File: src/verilog/dmc_pkg.sv
// constants shared by the dma channel control block
package dmc_pkg;
  // ==========================================================
  // register byte offsets on the avalon slave
  localparam logic [5:0] DMC_OFS_CONTROL = 6'h00;
  localparam logic [5:0] DMC_OFS_START_A = 6'h04;
  localparam logic [5:0] DMC_OFS_START_B = 6'h08;
  localparam logic [5:0] DMC_OFS_PER_ADDR = 6'h0c;
  localparam logic [5:0] DMC_OFS_COUNT = 6'h10;
  localparam logic [5:0] DMC_OFS_STATE = 6'h14;
  localparam logic [5:0] DMC_OFS_IRQ_STATUS = 6'h18;
  localparam logic [5:0] DMC_OFS_IRQ_CLEAR = 6'h1c;
  localparam logic [5:0] DMC_OFS_IRQ_ENABLE = 6'h20;

  // ==========================================================
  // channel control field positions
  localparam int DMC_BIT_ON = 15;
  localparam int DMC_BIT_SIZE = 14;
  localparam int DMC_BIT_DIR = 13;
  localparam int DMC_BIT_HALF = 12;
  localparam int DMC_BIT_DUMMY_PERIPHERAL_WRITE = 11;
  localparam int DMC_POS_ADDR_SEL = 4;
  localparam int DMC_POS_MODE = 0;
  localparam logic [15:0] DMC_CONTROL_MASK = 16'hf833;
  localparam logic [15:0] DMC_CONTROL_RESET = 16'h0000;
  localparam logic [15:0] DMC_START_RESET = 16'h0000;
  localparam logic [9:0] DMC_COUNT_RESET = 10'h000;
  localparam int DMC_COUNT_W = 10;

  // addressing select codes
  localparam logic [1:0] DMC_AM_POST_INC = 2'h0;
  localparam logic [1:0] DMC_AM_NO_INC = 2'h1;
  localparam logic [1:0] DMC_AM_PER_IND = 2'h2;
  localparam logic [1:0] DMC_AM_RESERVED = 2'h3;

  // operating mode bit meanings
  localparam int DMC_MODE_ONE_SHOT = 0;
  localparam int DMC_MODE_PING_PONG = 1;

  // ==========================================================
  // interrupt event bits
  localparam int DMC_EVT_W = 2;
  localparam int DMC_EVT_BLOCK = 0;
  localparam int DMC_EVT_BAD_MODE = 1;

  // address steps
  localparam logic [15:0] DMC_STEP_BYTE = 16'h0001;
  localparam logic [15:0] DMC_STEP_WORD = 16'h0002;

  // transfer sequencer states
  typedef enum logic [3:0] {
    DMC_ST_IDLE = 4'h1,
    DMC_ST_READ = 4'h2,
    DMC_ST_LATCH = 4'h4,
    DMC_ST_WRITE = 4'h8
  } dmc_state_t;
endpackage

File: src/verilog/dmc_channel.sv
// one dma channel: control registers, transfer sequencer, block handling
module dmc_channel
  import dmc_pkg::*;
(
  input wire logic clock,
  input wire logic reset,
  input wire logic [5:0] avs_address,
  input wire logic avs_read,
  input wire logic avs_write,
  input wire logic [31:0] avs_writedata,
  output logic [31:0] avs_readdata,
  output logic avs_waitrequest,
  input wire logic dma_request,
  input wire logic [15:0] per_index,
  output logic [15:0] ram_addr,
  output logic ram_rd,
  output logic ram_wr,
  output logic ram_byte,
  output logic [15:0] ram_wdata,
  input wire logic [15:0] ram_rdata,
  output logic [15:0] per_addr,
  output logic per_rd,
  output logic per_wr,
  output logic per_byte,
  output logic [15:0] per_wdata,
  input wire logic [15:0] per_rdata,
  output logic irq
);
  // ==========================================================
  // declarations
  logic rd_take;
  logic wr_fire;
  logic [15:0] control_r;
  logic [15:0] control_nxt;
  logic [15:0] start_a_r;
  logic [15:0] start_a_nxt;
  logic [15:0] start_b_r;
  logic [15:0] start_b_nxt;
  logic [15:0] per_addr_r;
  logic [15:0] per_addr_nxt;
  logic [9:0] count_r;
  logic [9:0] count_nxt;
  logic [31:0] rdata_r;
  logic [31:0] rdata_nxt;
  dmc_state_t state_r;
  dmc_state_t state_nxt;
  logic [15:0] cur_addr_r;
  logic [15:0] cur_addr_nxt;
  logic [9:0] done_r;
  logic [9:0] done_nxt;
  logic buf_sel_r;
  logic buf_sel_nxt;
  logic [15:0] data_r;
  logic [15:0] data_nxt;
  logic [DMC_EVT_W-1:0] events;
  logic [DMC_EVT_W-1:0] irq_status;
  logic [DMC_EVT_W-1:0] irq_enable;
  logic ch_on;
  logic size_byte;
  logic dir_ram_src;
  logic half_sel;
  logic null_wr;
  logic [1:0] addr_sel;
  logic [1:0] op_mode;
  logic ctrl_we;
  logic [10:0] block_len;
  logic [10:0] half_point;
  logic [10:0] moved;
  logic block_end;
  logic [15:0] step;
  logic [15:0] ram_target;
  logic [15:0] src_data;

  // ==========================================================
  // avalon handshake and interrupt collector
  dmc_bus u_bus (
    .clock(clock),
    .reset(reset),
    .avs_read(avs_read),
    .avs_write(avs_write),
    .avs_waitrequest(avs_waitrequest),
    .rd_take(rd_take),
    .wr_fire(wr_fire)
  );

  dmc_irq u_irq (
    .clock(clock),
    .reset(reset),
    .event_set(events),
    .clear_we(wr_fire && avs_address == DMC_OFS_IRQ_CLEAR),
    .enable_we(wr_fire && avs_address == DMC_OFS_IRQ_ENABLE),
    .wdata(avs_writedata[DMC_EVT_W-1:0]),
    .status(irq_status),
    .enable(irq_enable),
    .irq(irq)
  );

  // ==========================================================
  // control field decode
  assign ch_on = control_r[DMC_BIT_ON];
  assign size_byte = control_r[DMC_BIT_SIZE];
  assign dir_ram_src = control_r[DMC_BIT_DIR];
  assign half_sel = control_r[DMC_BIT_HALF];
  assign null_wr = control_r[DMC_BIT_DUMMY_PERIPHERAL_WRITE];
  assign addr_sel = control_r[DMC_POS_ADDR_SEL +: 2];
  assign op_mode = control_r[DMC_POS_MODE +: 2];
  assign ctrl_we = wr_fire && avs_address == DMC_OFS_CONTROL;

  // block length is count plus one; halfway rounds down, at least one
  assign block_len = {1'b0, count_r} + 11'h001;
  assign half_point = (block_len[10:1] == 10'h000) ? 11'h001 : {1'b0, block_len[10:1]};
  assign moved = {1'b0, done_r} + 11'h001;
  assign block_end = moved == block_len;
  assign step = size_byte ? DMC_STEP_BYTE : DMC_STEP_WORD;

  // peripheral indirect forms the ram address from the peripheral offset
  assign ram_target = (addr_sel == DMC_AM_PER_IND) ?
                      ((buf_sel_r ? start_b_r : start_a_r) + per_index) :
                      cur_addr_r;

  // byte transfers carry the low byte only
  always_comb begin
    src_data = dir_ram_src ? ram_rdata : per_rdata;
    if (size_byte) begin
      src_data = {8'h00, src_data[7:0]};
    end
  end

  // ==========================================================
  // software registers; hardware clears channel_on after one-shot
  always_comb begin
    control_nxt = control_r;
    start_a_nxt = start_a_r;
    start_b_nxt = start_b_r;
    per_addr_nxt = per_addr_r;
    count_nxt = count_r;
    if (ctrl_we) begin
      control_nxt = avs_writedata[15:0] & DMC_CONTROL_MASK;
    end else if (state_r == DMC_ST_WRITE && block_end && op_mode[DMC_MODE_ONE_SHOT]) begin
      control_nxt[DMC_BIT_ON] = 1'b0;
    end
    if (wr_fire && avs_address == DMC_OFS_START_A) begin
      start_a_nxt = avs_writedata[15:0];
    end
    if (wr_fire && avs_address == DMC_OFS_START_B) begin
      start_b_nxt = avs_writedata[15:0];
    end
    if (wr_fire && avs_address == DMC_OFS_PER_ADDR) begin
      per_addr_nxt = avs_writedata[15:0];
    end
    if (wr_fire && avs_address == DMC_OFS_COUNT) begin
      count_nxt = avs_writedata[DMC_COUNT_W-1:0];
    end
  end

  always_ff @(posedge clock) begin
    if (reset) begin
      control_r <= DMC_CONTROL_RESET;
      start_a_r <= DMC_START_RESET;
      start_b_r <= DMC_START_RESET;
      per_addr_r <= DMC_START_RESET;
      count_r <= DMC_COUNT_RESET;
    end else begin
      control_r <= control_nxt;
      start_a_r <= start_a_nxt;
      start_b_r <= start_b_nxt;
      per_addr_r <= per_addr_nxt;
      count_r <= count_nxt;
    end
  end

  // ==========================================================
  // read mux, registered in the wait cycle; unmapped reads zero
  always_comb begin
    rdata_nxt = rdata_r;
    if (rd_take) begin
      case (avs_address)
        DMC_OFS_CONTROL: rdata_nxt = {16'h0000, control_r};
        DMC_OFS_START_A: rdata_nxt = {16'h0000, start_a_r};
        DMC_OFS_START_B: rdata_nxt = {16'h0000, start_b_r};
        DMC_OFS_PER_ADDR: rdata_nxt = {16'h0000, per_addr_r};
        DMC_OFS_COUNT: rdata_nxt = {22'h000000, count_r};
        DMC_OFS_STATE: rdata_nxt = {6'h00, done_r, 14'h0000, buf_sel_r,
                                    state_r != DMC_ST_IDLE};
        DMC_OFS_IRQ_STATUS: rdata_nxt = {30'h00000000, irq_status};
        DMC_OFS_IRQ_ENABLE: rdata_nxt = {30'h00000000, irq_enable};
        default: rdata_nxt = 32'h00000000;
      endcase
    end
  end

  always_ff @(posedge clock) begin
    if (reset) begin
      rdata_r <= 32'h00000000;
    end else begin
      rdata_r <= rdata_nxt;
    end
  end

  assign avs_readdata = rdata_r;

  // ==========================================================
  // transfer sequencer: read source, latch, write destination
  always_comb begin
    state_nxt = state_r;
    cur_addr_nxt = cur_addr_r;
    done_nxt = done_r;
    buf_sel_nxt = buf_sel_r;
    data_nxt = data_r;
    events = '0;
    case (state_r)
      DMC_ST_IDLE: begin
        if (dma_request && ch_on) begin
          if (addr_sel == DMC_AM_RESERVED) begin
            events[DMC_EVT_BAD_MODE] = 1'b1;
          end else begin
            state_nxt = DMC_ST_READ;
          end
        end
      end
      DMC_ST_READ: begin
        state_nxt = DMC_ST_LATCH;
      end
      DMC_ST_LATCH: begin
        data_nxt = src_data;
        state_nxt = DMC_ST_WRITE;
      end
      DMC_ST_WRITE: begin
        state_nxt = DMC_ST_IDLE;
        done_nxt = moved[9:0];
        if (addr_sel == DMC_AM_POST_INC) begin
          cur_addr_nxt = cur_addr_r + step;
        end
        // halfway event only when early interrupt is chosen
        if (half_sel && moved == half_point) begin
          events[DMC_EVT_BLOCK] = 1'b1;
        end
        if (block_end) begin
          if (!half_sel) begin
            events[DMC_EVT_BLOCK] = 1'b1;
          end
          done_nxt = 10'h000;
          if (op_mode[DMC_MODE_PING_PONG]) begin
            buf_sel_nxt = ~buf_sel_r;
            cur_addr_nxt = buf_sel_r ? start_a_r : start_b_r;
          end else begin
            cur_addr_nxt = buf_sel_r ? start_b_r : start_a_r;
          end
        end
      end
      default: begin
        state_nxt = DMC_ST_IDLE;
      end
    endcase
    // turning the channel on restarts from the primary buffer
    if (ctrl_we && avs_writedata[DMC_BIT_ON] && !ch_on) begin
      cur_addr_nxt = start_a_r;
      done_nxt = 10'h000;
      buf_sel_nxt = 1'b0;
    end
  end

  always_ff @(posedge clock) begin
    if (reset) begin
      state_r <= DMC_ST_IDLE;
      cur_addr_r <= DMC_START_RESET;
      done_r <= DMC_COUNT_RESET;
      buf_sel_r <= 1'b0;
      data_r <= 16'h0000;
    end else begin
      state_r <= state_nxt;
      cur_addr_r <= cur_addr_nxt;
      done_r <= done_nxt;
      buf_sel_r <= buf_sel_nxt;
      data_r <= data_nxt;
    end
  end

  // ==========================================================
  // bus strobes; data and the peripheral address come from registers, the ram address adds per_index in peripheral indirect mode
  assign ram_addr = ram_target;
  assign per_addr = per_addr_r;
  assign ram_byte = size_byte;
  assign per_byte = size_byte;
  assign ram_rd = state_r == DMC_ST_READ && dir_ram_src;
  assign per_rd = state_r == DMC_ST_READ && !dir_ram_src;
  assign ram_wr = state_r == DMC_ST_WRITE && !dir_ram_src;
  // peripheral written as destination, or with null data beside a ram write
  assign per_wr = state_r == DMC_ST_WRITE && (dir_ram_src || null_wr);
  assign ram_wdata = data_r;
  assign per_wdata = dir_ram_src ? data_r : 16'h0000;
endmodule

File: src/verilog/dmc_bus.sv
// avalon-mm handshake: one wait cycle per access
module dmc_bus
  import dmc_pkg::*;
(
  input wire logic clock,
  input wire logic reset,
  input wire logic avs_read,
  input wire logic avs_write,
  output logic avs_waitrequest,
  output logic rd_take,
  output logic wr_fire
);
  logic ack_r;
  logic ack_nxt;

  // ==========================================================
  // ack goes high for the second cycle of every access
  always_comb begin
    ack_nxt = (avs_read | avs_write) & ~ack_r;
  end

  always_ff @(posedge clock) begin
    if (reset) begin
      ack_r <= 1'b0;
    end else begin
      ack_r <= ack_nxt;
    end
  end

  assign avs_waitrequest = (avs_read | avs_write) & ~ack_r;
  assign rd_take = avs_read & ~ack_r; // read data registered here
  assign wr_fire = avs_write & ack_r; // write commits here
endmodule

File: src/verilog/dmc_irq.sv
// sticky interrupt status, enable and write-one-to-clear
module dmc_irq
  import dmc_pkg::*;
(
  input wire logic clock,
  input wire logic reset,
  input wire logic [DMC_EVT_W-1:0] event_set,
  input wire logic clear_we,
  input wire logic enable_we,
  input wire logic [DMC_EVT_W-1:0] wdata,
  output logic [DMC_EVT_W-1:0] status,
  output logic [DMC_EVT_W-1:0] enable,
  output logic irq
);
  logic [DMC_EVT_W-1:0] status_r;
  logic [DMC_EVT_W-1:0] status_nxt;
  logic [DMC_EVT_W-1:0] enable_r;
  logic [DMC_EVT_W-1:0] enable_nxt;

  // ==========================================================
  // per bit: a new event wins over a clear in the same cycle
  genvar g;
  generate
    for (g = 0; g < DMC_EVT_W; g = g + 1) begin : g_bit
      always_comb begin
        status_nxt[g] = event_set[g] | (status_r[g] & ~(clear_we & wdata[g]));
        enable_nxt[g] = enable_we ? wdata[g] : enable_r[g];
      end
    end
  endgenerate

  always_ff @(posedge clock) begin
    if (reset) begin
      status_r <= '0;
      enable_r <= '0;
    end else begin
      status_r <= status_nxt;
      enable_r <= enable_nxt;
    end
  end

  assign status = status_r;
  assign enable = enable_r;
  assign irq = |(status_r & enable_r); // level while any enabled bit set
endmodule

File: config.mk
export PLATFORM = sky130hd
export DESIGN_NAME = dmc_channel
export DESIGN_NICKNAME = d
export VERILOG_FILES = /design/src/verilog/dmc_pkg.sv /design/src/verilog/dmc_channel.sv /design/src/verilog/dmc_bus.sv /design/src/verilog/dmc_irq.sv
export SDC_FILE = /design/constraint.sdc
export NUM_CORES = 1
export LEC_CHECK = 0
export ABC_CLOCK_PERIOD_IN_PS = 10200
export BUFFER_PORTS_ARGS = -buffer_cell sky130_fd_sc_hd__buf_2
export CORE_MARGIN = 10
export CORE_UTILIZATION = 55
export DETAILED_ROUTE_END_ITERATION = 8
export PLACE_DENSITY = 0.81
export SLEW_MARGIN = 20
export SYNTH_ARGS = -nofsm -noshare
export SYNTH_HDL_FRONTEND = slang
export SYNTH_SLANG_ARGS = --single-unit
File: constraint.sdc
create_clock -name clock -period 10.2 [get_ports clock]
set_clock_uncertainty 0.1 [all_clocks]
set_input_delay 2.04 -clock clock [delete_from_list [all_inputs] [get_ports clock]]
set_output_delay 2.04 -clock clock [all_outputs]
set_load 0.05 [all_outputs]
Word-level counts from Yosys, hierarchy flattened
Index checks and enable logic that the tools add are counted.
{"block": "word_totals", "register_bits": 151, "input_bits": 91, "out_inout_bits": 104, "wordCells": 111}
{"block": "op_classes", "addsub": 4, "n_eq_ne": 19, "n_mux": 27, "bitwise": 15, "n_reduce_logical": 31}
{"operator": "26-bit one-hot mux with 8 select lines", "count": 1}
{"operator": "16-bit two-way mux", "count": 11}
{"operator": "6-bit by 5-bit == test with 1-bit output, second input constant", "count": 4}
{"operator": "10-bit by 1-bit adder with 11-bit output, second input constant", "count": 2}
{"operator": "10-bit two-way mux", "count": 2}
{"operator": "1-bit logical AND", "count": 17}
{"operator": "16-bit adder", "count": 1}
{"operator": "16-bit by 2-bit adder with 16-bit output", "count": 1}
{"operator": "6-bit by 4-bit == test with 1-bit output, second input constant", "count": 2}
{"operator": "4-bit one-hot mux with 3 select lines", "count": 1}
{"operator": "11-bit by 10-bit == test with 1-bit output", "count": 1}
{"operator": "11-bit == test", "count": 1}
{"operator": "10-bit zero test", "count": 1}
{"operator": "1-bit two-way mux", "count": 9}
{"operator": "4-bit two-way mux", "count": 2}
{"operator": "1-bit AND", "count": 7}
{"operator": "6-bit by 3-bit == test with 1-bit output, second input constant", "count": 1}
{"operator": "6-bit == test, second input constant", "count": 1}
{"operator": "6-bit zero test", "count": 1}
{"operator": "2-bit == test, second input constant", "count": 2}
{"operator": "4-bit by 1-bit == test with 1-bit output, second input constant", "count": 1}
{"operator": "4-bit by 2-bit == test with 1-bit output, second input constant", "count": 1}
{"operator": "4-bit by 3-bit == test with 1-bit output, second input constant", "count": 1}
{"operator": "4-bit == test, second input constant", "count": 1}
{"operator": "14 further kinds", "count": 24}

Depth between registers and ports, before layout
Gate-level depths: netlist of run 1.
{"block": "logic_depth", "ltp_word": 10, "mapped_depth": 13, "depth_no_buf": 12}

Hierarchy
From an unflattened synthesis of run 1, not the netlist that was laid out.
{"block": "unflattened", "cells_unflattened": 1084, "area_unflattened_um2": 8400.6}
{"module": "dmc_channel", "n_inst": 1, "cells_per_inst": 1063, "area_per_inst_um2": 8201.6, "seq_area_each_um2": 2802.7}
{"module": "dmc_irq", "n_inst": 1, "cells_per_inst": 15, "area_per_inst_um2": 148.9, "seq_area_each_um2": 80.1}
{"module": "dmc_bus", "n_inst": 1, "cells_per_inst": 6, "area_per_inst_um2": 50.0, "seq_area_each_um2": 20.0}

Worst setup path before layout of run 1
OpenSTA, ideal clock, no wires.
{"block": "synth_path", "path_type": "input to output", "startpoint": "input port per_index[6]", "endpoint": "output port ram_addr[15]", "t_arrival_ns": 4.991, "required_ns": 8.060, "setup_slack_ns": 3.069, "cell_stages": 9, "n_path_buf": 0, "cell_sequence": "ha_1 a2111o_1 a311oi_1 nor2b_1 a2111oi_0 o21ai_0 a31oi_1 xnor2_1 o21ai_0"}
{"block": "synth_via", "elab_chain_len": 2}
{"element": "start, declared", "line": "dmc_channel.sv:14", "source": "input wire logic [15:0] per_index,"}
{"element": "16-bit adder", "line": "dmc_channel.sv:118", "source": "((buf_sel_r ? start_b_r : start_a_r) + per_index) :"}
{"element": "16-bit two-way mux", "line": "dmc_channel.sv:117", "source": "assign ram_target = (addr_sel == DMC_AM_PER_IND) ?"}
{"element": "end, declared", "line": "dmc_channel.sv:15", "source": "output logic [15:0] ram_addr,"}
No other way between the ends.

Final worst setup path of run 1
{"block": "layout_path", "startpoint": "input port per_index[0]", "endpoint": "output port ram_addr[14]"}
Same word-level chain as after synthesis.

==> flow_metrics.py, run 1 <==
metrics = {
    "status": {
        "status": "complete, no violations",
    },
    "placed_design": {
        "dp_hpwl_um": 19700,
        "io_buffer_count": 172,
        "finalWeightedCongestion": 0.942,
    },
    "floorplanning": {
        "dieArea_sq_um": 21200,
        "die_w_um": 145,
        "core_sq_um": 15300,
        "io_pins": 195,
        "rows": 45,
        "fp.dieH_um": 145,
        "start_util_pct": 56.5,
    },
    "synthesis": {
        "ys_seq_elements": 145,
        "synthFlopType": "dfxtp_1",
        "yosysWarnings": 0,
        "syn_inst": 1071,
        "syn_area_sq_um": 8660,
        "synth-edff-count": 0,
        "synthArstFlopShare_pct": 0,
        "yosysSeqAreaShare_pct": 33.5,
        "synth_cell_type_count": 73,
        "synth.avg_cell_area_sq_um": 8.08,
    },
    "min_path": {
        "hold_class": "flip-flop to flip-flop",
    },
    "sta": {
        "finalHoldViolCount": 0,
        "setup_tns_ns": 0,
        "period_minus_slack_ns": 7.10,
        "clock.fmax_mhz": 141,
        "grt_setup_unrepaired": "false",
        "setup_viol": 0,
        "timing.hold.ws_ns": 0.365,
        "report.final.slew_viol_count": 0,
        "final.period_utilization_pct": 69.7,
        "relSlewSlack_pct": 26.6,
        "worst_pin_slew_ns": 1.09,
    },
    "layout": {
        "layout.nets": 1309,
        "finish.utilization_pct": 66.4,
        "drive_gt1_share_pct": 21.1,
        "multiInputGateArea_sq_um": 5420,
        "nFillCells": 1315,
        "syn2layout_area_growth_pct": 17.5,
        "regArea_sq_um": 2900,
    },
    "cts": {
        "ctsHoldBuffers": 0,
        "cts_resized": 0,
        "cts_max_level": 4,
        "clockBufferDepth": 2,
        "path_clk_slew_ns": 0.06,
        "cts.sinks": 145,
        "cts_tree": "built",
        "insertion_delay_ns": 0.43,
        "cts_made_buffers": 17,
        "cts_setup_buffers": 0,
        "clock-root-buffer": "clkbuf_16",
    },
    "route": {
        "viasPerCell": 6.01,
        "drtIter0Drc": 900,
        "via_count": 8551,
        "drtPass1Iterations": 6,
        "drt_wl_total_um": 26800,
        "drtAntennaViolNets": 0,
        "drc_errors": 0,
        "wl_per_cell_um": 18.9,
    },
    "grt": {
        "grt_pass1_wl_um": 42800,
        "antenna_found_initial": 1,
        "grt_usage_pct": 24.1,
        "grt_pass1_vias": 8152,
        "grt_overflow_total": 0,
        "grt_max_degree": 94,
    },
    "setup_path": {
        "critPathMaxFanout": 3,
        "crit_path_cell_trace": "buf_2, ha_1, inv_1, fa_1, nor2b_1, o21ai_0, nand2b_1, a311oi_1, nor3_1, o311a_1, or4_1, nand3_1, buf_2",
        "slowest_delay_ns": 0.52,
        "worstPathRequired_ns": 8.06,
        "path_common_cell": "buf_2",
        "cp-start-kind": "input pin",
        "arrival_ns": 4.96,
        "crit_type": "input pin to output port",
        "end_kind": "output port",
        "cp_slowest_cell": "a311oi_1",
    },
    "power_and_ir_drop": {
        "power_mw": 1.28,
        "p_per_area_nw_per_um2": 126,
        "cellLeakagePower_nw": 4.07,
        "max-vdd-ir-drop_uv": 121,
    },
    "job": {
        "drv_cap": 0,
    },
}
## placed cells by master (no fill, tap or decap), types with 11 or more instances in the layout
cell type	netlist	final
xnor2_1	29	29
and3_1	12	12
clkbuf_16	0	17
and2_1	30	30
mux2_2	15	15
xor2_1	26	26
nor2_1	118	118
nor3_1	22	22
dfxtp_1	145	145
a22oi_1	45	45
ha_1	19	19
mux2i_1	53	53
a211oi_1	11	11
o21ai_0	37	37
buf_2	11	171
a21oi_1	79	79
nand2_1	152	152
nand3_1	18	18
## flip-flops by register name (all words and copies together) (netlist names), 10 cells and up
signal / count
done_r: 10
avs_readdata: 26
ram_wdata: 16
count_r: 10
start_a_r: 16
per_addr: 16
cur_addr_r: 16
start_b_r: 16
## cell families after synthesis
| family | synth area share (%) |
|---|---|
| and+or+nand+nor | 24.2 |
| buffers and inverters | 4.41 |
| other | 0.0433 |
| muxes | 9.38 |
| adders and majority gates | 3.21 |
| DFF | 33.5 |
| AOI/OAI and AO/OA | 19.6 |
| xor gates and xnor gates | 5.57 |
## metrics by stage
step	instances	cell area [sq um]	worst slack [ns]
2_1_floorplan	1076	8670	3.07
6_report	1422	10200	3.10
3_5_place_dp	1389	9550	3.15
4_1_cts	1421	10200	3.12
3_3_place_gp	1389	9540	3.22
5_1_grt	1421	10200	2.97
## cell usage after synthesis, types with 12 or more instances
cell | n | share of area, %
ha_1 | 19 | 2.7
nand2_1 | 152 | 6.6
nor2_1 | 118 | 5.1
dfxtp_1 | 145 | 34
clkbuf_1 | 55 | 2.4
o21ai_0 | 37 | 2.1
nand3_1 | 18 | 1.0
nor3_1 | 22 | 1.3
mux2i_1 | 53 | 6.1
xnor2_1 | 29 | 2.9
mux2_2 | 15 | 2.0
xor2_1 | 26 | 2.6
and3_1 | 12 | 0.87
a21oi_1 | 79 | 4.6
and2_1 | 30 | 2.2
a22oi_1 | 45 | 3.9
## metal layers
metal / global-route usage [%] / routed length [um]
met1: 31.6 / 11400
met2: 37.5 / 12200
met3: 5.71 / 2380
met4: 9.66 / 828
met5: 0 / 11
## area by class of cell
| class | instances | share of cell area [%] |
|---|---|---|
| Clock inverter | 10 | 1.30 |
| Inverter | 10 | 0.369 |
| Antenna cell | 1 | 0.0246 |
| Multi-Input combinational cell | 842 | 53.3 |
| Tap cell | 211 | 2.60 |
| Sequential cell | 145 | 28.6 |
| Timing Repair Buffer | 181 | 9.16 |
| Clock buffer | 22 | 4.66 |
## critical path: cells and delay by family
| kind | cells | cell delay, ns |
|---|---|---|
| AO/OA/AOI/OAI | 3 | 1.11 |
| buffers and inverters | 3 | 0.43 |
| adder cells (fa/ha/maj) | 2 | 0.43 |
| AND/OR/NAND/NOR | 5 | 0.95 |
## final timing paths
kind	startpoint	cells past startpoint	endpoint	slack [ns]
worst max-delay path	per_index[0]	13	ram_addr[14]	3.10
worst min-delay path	per_addr[0]	2	per_addr[0]	0.36
worst max register to register	done_r[0]	10	cur_addr_r[5]	6.27
worst min register to register	per_addr[0]	2	per_addr[0]	0.36
## power by group
group / internal (mW) / total [mW] / switching (mW)
registers: 0.567 / 0.568 / 0.000940
clock network: 0.403 / 0.641 / 0.239
logic: 0.0233 / 0.0714 / 0.0481
No activity file was read; power rests on OpenSTA's default activity.
==> inputs of run 2 (changes only) <==
- ABC_AREA: default -> 1
- ABC_CLOCK_PERIOD_IN_PS: 10200 -> 6000
- CORE_UTILIZATION: 55 -> 50
- PLACE_DENSITY: 0.81 -> 0.77
- clock period: 10.2 -> 6 ns (I/O delays scaled with it)
==> flow_metrics.py, run 2 <==
metrics = {
    "status": {
        "status": "complete, no violations",
    },
    "setup_path": {
        "cp_slowest_cell": "dfxtp_1",
        "cp-start-kind": "flip-flop",
        "end_kind": "output port",
        "crit_path_cell_trace": "buf_4, inv_1, o21ai_0, ha_1, inv_1, o21bai_1, a21oi_1, o21ai_0, a21oi_1, o21ai_0, nand2_1, nand3_1, nand2_1, buf_2",
        "critPathMaxFanout": 24,
        "crit_type": "flip-flop to output port",
        "slowest_delay_ns": 0.44,
        "worstPathRequired_ns": 4.70,
        "arrival_ns": 3.61,
        "path_common_cell": "o21ai_0",
    },
    "floorplanning": {
        "start_util_pct": 51.1,
        "rows": 48,
        "fp.dieH_um": 153,
        "core_sq_um": 17400,
        "io_pins": 195,
        "dieArea_sq_um": 23500,
        "die_w_um": 153,
    },
    "grt": {
        "grt_usage_pct": 24.0,
        "grt_pass1_vias": 9089,
        "grt_max_degree": 74,
        "grt_pass1_wl_um": 46500,
        "grt_overflow_total": 0,
        "antenna_found_initial": 0,
    },
    "cts": {
        "insertion_delay_ns": 0.43,
        "cts_tree": "built",
        "path_clk_slew_ns": 0.06,
        "cts_made_buffers": 17,
        "clock-root-buffer": "clkbuf_16",
        "cts_max_level": 4,
        "cts.sinks": 145,
        "ctsHoldBuffers": 0,
        "cts_setup_buffers": 0,
        "cts_resized": 0,
        "clockBufferDepth": 2,
    },
    "placed_design": {
        "finalWeightedCongestion": 0.922,
        "dp_hpwl_um": 22300,
        "io_buffer_count": 172,
        "pre_cts_ws_ns": 1.19,
    },
    "power_and_ir_drop": {
        "seq_power_share_pct": 44.4,
        "max-vdd-ir-drop_uv": 220,
        "p_sw_share_pct": 24.3,
        "cellLeakagePower_nw": 4.85,
        "p_per_area_nw_per_um2": 210,
        "p_sw_mw": 0.532,
        "power_mw": 2.19,
        "combPwrFrac_pct": 6.1,
        "intPower_mw": 1.66,
        "clkPwrFrac_pct": 49.5,
    },
    "min_path": {
        "hold_class": "flip-flop to flip-flop",
    },
    "layout": {
        "finish.utilization_pct": 60.0,
        "largest_reg_flops": 26,
        "regArea_sq_um": 2900,
        "final_cell_mix": "nand2_1 (393), buf_2 (172), inv_1 (157)",
        "layout_commonest_cell": "nand2_1",
        "drive_gt1_share_pct": 16.4,
        "layout.nets": 1651,
        "diodes": 0,
        "nFillCells": 1655,
        "syn2layout_area_growth_pct": 17.5,
        "multiInputGateArea_sq_um": 5060,
    },
    "job": {
        "drv_cap": 0,
    },
    "synthesis": {
        "synth_compound_area_share_pct": 19.9,
        "ys_seq_elements": 145,
        "synth-edff-count": 0,
        "synth_top_family_by_area": "simple AND/OR/NAND/NOR gates",
        "yosysWarnings": 0,
        "syn_area_sq_um": 8860,
        "synthSimpleGateAreaFrac_pct": 30.6,
        "synthAdderAreaFrac_pct": 3.13,
        "synth.area.top_cells": "dfxtp_1 (33%), nand2_1 (17%), o21ai_0 (6.8%)",
        "synth_most_common_cell": "nand2_1",
        "synthArstFlopShare_pct": 0,
        "synth_xor_area_share_pct": 2.87,
        "yosysSeqAreaShare_pct": 32.8,
        "syn_inst": 1401,
        "synth.top_cell.area_share_pct": 32.8,
        "synthFlopType": "dfxtp_1",
        "yosys-top-cells-count": "nand2_1 (393), inv_1 (157), dfxtp_1 (145), nor2_1 (144), o21ai_0 (121)",
        "synth_cell_type_count": 45,
        "yosys.area.top_type": "dfxtp_1",
        "synth.avg_cell_area_sq_um": 6.33,
        "yosys-mux-area-fraction_pct": 0,
    },
    "sta": {
        "setup_viol": 0,
        "finalHoldViolCount": 0,
        "period_minus_slack_ns": 4.91,
        "report.final.slew_viol_count": 0,
        "clock.fmax_mhz": 204,
        "relSlewSlack_pct": 45.9,
        "fin_ws_ns": 1.09,
        "timing.hold.ws_ns": 0.362,
        "grt_setup_unrepaired": "false",
        "final.period_utilization_pct": 81.8,
        "setup_tns_ns": 0,
        "worst_pin_slew_ns": 0.812,
    },
    "route": {
        "drtIter0Drc": 993,
        "drtPass1Iterations": 6,
        "via_count": 9575,
        "drt_wl_total_um": 29600,
        "wl_per_cell_um": 16.6,
        "viasPerCell": 5.39,
        "drc_errors": 0,
        "drtAntennaViolNets": 0,
    },
}
==> run 2: changes by cell type after synthesis, sizes merged, moves of 24 or more <==
cell,delta
nand2,+250
inv,+150
o21ai,+83
mux2i,-53
nand3,+47
a22oi,-37
nor2,+37
and2,-30
a21oi,+28
a211oi,+24
==> run 2: per-layer routing <==
metal | wire length [um] | vias to the layer above | global-route usage (%)
met5 | 0 | - | 0
met4 | 835 | 0 | 8.45
met3 | 2950 | 57 | 7.72
met2 | 12900 | 414 | 37.0
met1 | 12900 | 4293 | 30.6
li1 | - | 4811 | -
==> run 2: worst paths after layout <==
kind | from | end | slack (ns) | depth (start not counted)
worst min-delay path | avs_readdata[10] | avs_readdata[10] | 0.36 | 2
worst max register to register | done_r[0] | cur_addr_r[4] | 2.83 | 14
worst min register to register | avs_readdata[10] | avs_readdata[10] | 0.36 | 2
worst max-delay path | buf_sel_r | ram_addr[12] | 1.09 | 14
==> run 2: power by group through the flow <==
stage | Combinational [mW] | Clock (mW) | Sequential [mW]
finish | 0.134 | 1.08 | 0.970
global route | 0.148 | 1.12 | 0.970
CTS | 0.132 | 1.08 | 0.970
detailed placement | 0.132 | 0 | 0.991
global placement | 0.130 | 0 | 0.991
floorplan | 0.0832 | 0 | 0.991
==> run 2: worst max-delay path, delay by kind of cell (launching register included) <==
family | cells | cell delay (ns)
AO/OA/AOI/OAI | 6 | 1.26
buffers and inverters | 4 | 0.93
adder cells (fa/ha/maj) | 1 | 0.33
AND/OR/NAND/NOR | 3 | 0.21
flip-flops | 1 | 0.44
==> run 2: metrics by stage <==
stage	std cells	area, sq um
2_1_floorplan	1406	8880
3_3_place_gp	1745	9800
3_5_place_dp	1745	9800
4_1_cts	1777	10400
5_1_grt	1777	10400
6_report	1777	10400
==> run 2: cell type report <==
class                           instances  share of cell area [%]
Clock inverter                         11                    1.21
Inverter                              164                    5.91
Multi-Input combinational cell       1026                    48.6
Clock buffer                           21                    4.52
Tap cell                              225                    2.70
Timing Repair Buffer                  185                    9.21
Sequential cell                       145                    27.9
==> run 2: kinds of logic (layout without fill, tap and decap cells) <==
logic type / Yosys count / count (layout)
AO/OA/AOI/OAI: 315 / 315
XOR/XNOR: 29 / 29
adder cells (fa/ha/maj): 21 / 21
flip-flops: 145 / 145
buffers and inverters: 235 / 381
AND/OR/NAND/NOR: 655 / 655
other: 1 / 6
==> inputs of run 3 (changes only) <==
- ABC_AREA: 1 -> 0
- ABC_CLOCK_PERIOD_IN_PS: 6000 -> 4100
- PLACE_DENSITY: 0.77 -> 0.78
- clock period: 6 -> 4.1 ns (I/O delays scaled with it)
==> flow_metrics.py, run 3 (synthesis gave the netlist of run 1 again) <==
metrics = {
    "sta": {
        "worst_pin_slew_ns": 0.996,
        "clock.fmax_mhz": 228,
        "relSlewSlack_pct": 33.4,
        "final.period_utilization_pct": 107,
        "setup_viol": 6,
        "fin_ws_ns": -0.290,
        "grt_setup_unrepaired": "true",
        "timing.hold.ws_ns": 0.351,
        "setup_tns_ns": -1.27,
        "report.final.slew_viol_count": 0,
        "finalHoldViolCount": 0,
        "period_minus_slack_ns": 4.39,
    },
    "floorplanning": {
        "rows": 48,
        "io_pins": 195,
        "dieArea_sq_um": 23000,
        "fp.dieH_um": 152,
        "start_util_pct": 50.6,
        "die_w_um": 152,
        "core_sq_um": 17100,
    },
    "layout": {
        "final_cell_mix": "buf_2 (164), nand2_1 (152), dfxtp_1 (144)",
        "nFillCells": 1437,
        "fin_area_sq_um": 11000,
        "stdcell_count": 1498,
        "layout.nets": 1371,
        "multiInputGateArea_sq_um": 5620,
        "drive_gt1_share_pct": 27.0,
        "layout_commonest_cell": "buf_2",
        "largest_reg_flops": 26,
        "regArea_sq_um": 2910,
        "syn2layout_area_growth_pct": 26.7,
    },
    "cts": {
        "clockBufferDepth": 2,
        "cts_max_level": 4,
        "insertion_delay_ns": 0.43,
        "cts.sinks": 145,
        "path_clk_slew_ns": 0.06,
        "cts_made_buffers": 17,
        "clock-root-buffer": "clkbuf_16",
        "cts_tree": "built",
    },
    "job": {
        "drv_cap": 0,
    },
    "power_and_ir_drop": {
        "cellLeakagePower_nw": 4.43,
        "intPower_mw": 2.51,
        "p_sw_share_pct": 22.5,
        "p_per_area_nw_per_um2": 296,
        "max-vdd-ir-drop_uv": 309,
        "clkPwrFrac_pct": 50.5,
        "p_sw_mw": 0.729,
        "combPwrFrac_pct": 6.0,
        "seq_power_share_pct": 43.6,
    },
    "status": {
        "status": "finished with violations",
        "violations": "setup timing",
    },
    "grt": {
        "grt_usage_pct": 23.7,
        "grt_pass1_vias": 8388,
        "grt_max_degree": 87,
        "antenna_found_initial": 0,
        "grt_pass1_wl_um": 43300,
        "grt_overflow_total": 0,
    },
    "route": {
        "wl_per_cell_um": 19.1,
        "drtIter0Drc": 778,
        "via_count": 8882,
        "drtAntennaViolNets": 0,
        "viasPerCell": 5.93,
        "drc_errors": 0,
        "drtPass1Iterations": 5,
        "drt_wl_total_um": 28600,
    },
    "placed_design": {
        "dpl.cell_count": 1455,
        "post_dp_cell_area_sq_um": 10000,
        "io_buffer_count": 172,
        "finalWeightedCongestion": 0.952,
        "dp_hpwl_um": 20800,
    },
    "min_path": {
        "hold_class": "flip-flop to flip-flop",
    },
    "setup_path": {
        "cp_slowest_cell": "or4_4",
        "arrival_ns": 3.47,
        "cp-start-kind": "flip-flop",
        "crit_path_cell_trace": "buf_4, mux2_4, ha_4, inv_4, fa_2, nor2b_2, o21ai_1, nand2b_1, a311oi_2, nor3_2, o311a_1, or4_4, nand3_4, buf_8",
        "slowest_delay_ns": 0.50,
        "worstPathRequired_ns": 3.18,
        "end_kind": "output port",
        "critPathMaxFanout": 5,
        "crit_type": "flip-flop to output port",
    },
}
run 3: cell count changes in the layout (fill, tap and decap cells not counted), moves of 22 or more:
cell      before  now
nor2_1       140  118
nand2_1      393  152
a211oi_1      35   11
o21ai_0      121   26
a21oi_1      108   77
xnor2_1        6   29
nand3_1       65   17
a22oi_1        8   45
buf_4         13   66
and2_1         0   30
inv_1        157    9
mux2i_1        0   53
run 3: critical path: cells and delay by family (launching register included):
family	cells	cell delay, ns
AO/OA/AOI/OAI	3	0.76
multiplexers	1	0.31
adder cells (fa/ha/maj)	2	0.38
flip-flops	1	0.39
buffers and inverters	3	0.33
AND/OR/NAND/NOR	5	0.86
run 3: cell type report:
class,instances,share of cell area (%)
Antenna cell,1,0.0228
Clock buffer,23,4.54
Clock inverter,9,1.16
Inverter,10,0.365
Multi-Input combinational cell,842,51.2
Sequential cell,145,26.5
Tap cell,225,2.57
Timing Repair Buffer,243,13.6
run 3: timing repair:
item | 4_1_cts | 5_1_grt
resized for setup | 35 | 23
hold buffers | 0 | 0
setup endpoints to repair | 8 | 7
buffers inserted | 2 | 8
pin swaps | 9 | 14
run 3: worst paths after layout:
path | from | endpoint | slack (ns) | depth (start not counted)
hold / removal | avs_readdata[0] | avs_readdata[0] | 0.35 | 2
hold reg to reg | avs_readdata[0] | avs_readdata[0] | 0.35 | 2
setup reg to reg | done_r[1] | cur_addr_r[1] | 0.71 | 11
setup / recovery | buf_sel_r | ram_addr[14] | -0.29 | 14
run 3: stage by stage:
stage          power, mW  util, %  setup WS, ns
6_report            3.24     64.1        -0.290
5_1_grt             3.34     64.1        -0.386
4_1_cts             3.25     63.2        -0.228
3_5_place_dp        1.63     58.6        -0.339
3_3_place_gp        1.62     58.6        -0.289
2_1_floorplan       1.55        -        0.0352
run 3: routing by layer:
| metal | wire length, um | share of wire, % | track usage (%) | vias up |
|---|---|---|---|---|
| met5 | 0 | 0 | 0 | - |
| met4 | 1060 | 3.7 | 10.4 | 0 |
| met3 | 2410 | 8.4 | 6.06 | 79 |
| met2 | 13400 | 47 | 38.4 | 413 |
| met1 | 11700 | 41 | 29.3 | 4197 |
| li1 | - | - | - | 4193 |
run 3: power groups by stage:
stage,Clock [mW],Combinational (mW),Sequential (mW)
global placement,0,0.180,1.44
global route,1.72,0.208,1.41
finish,1.64,0.194,1.41
detailed placement,0,0.183,1.44
CTS,1.65,0.186,1.41
floorplan,0,0.106,1.44
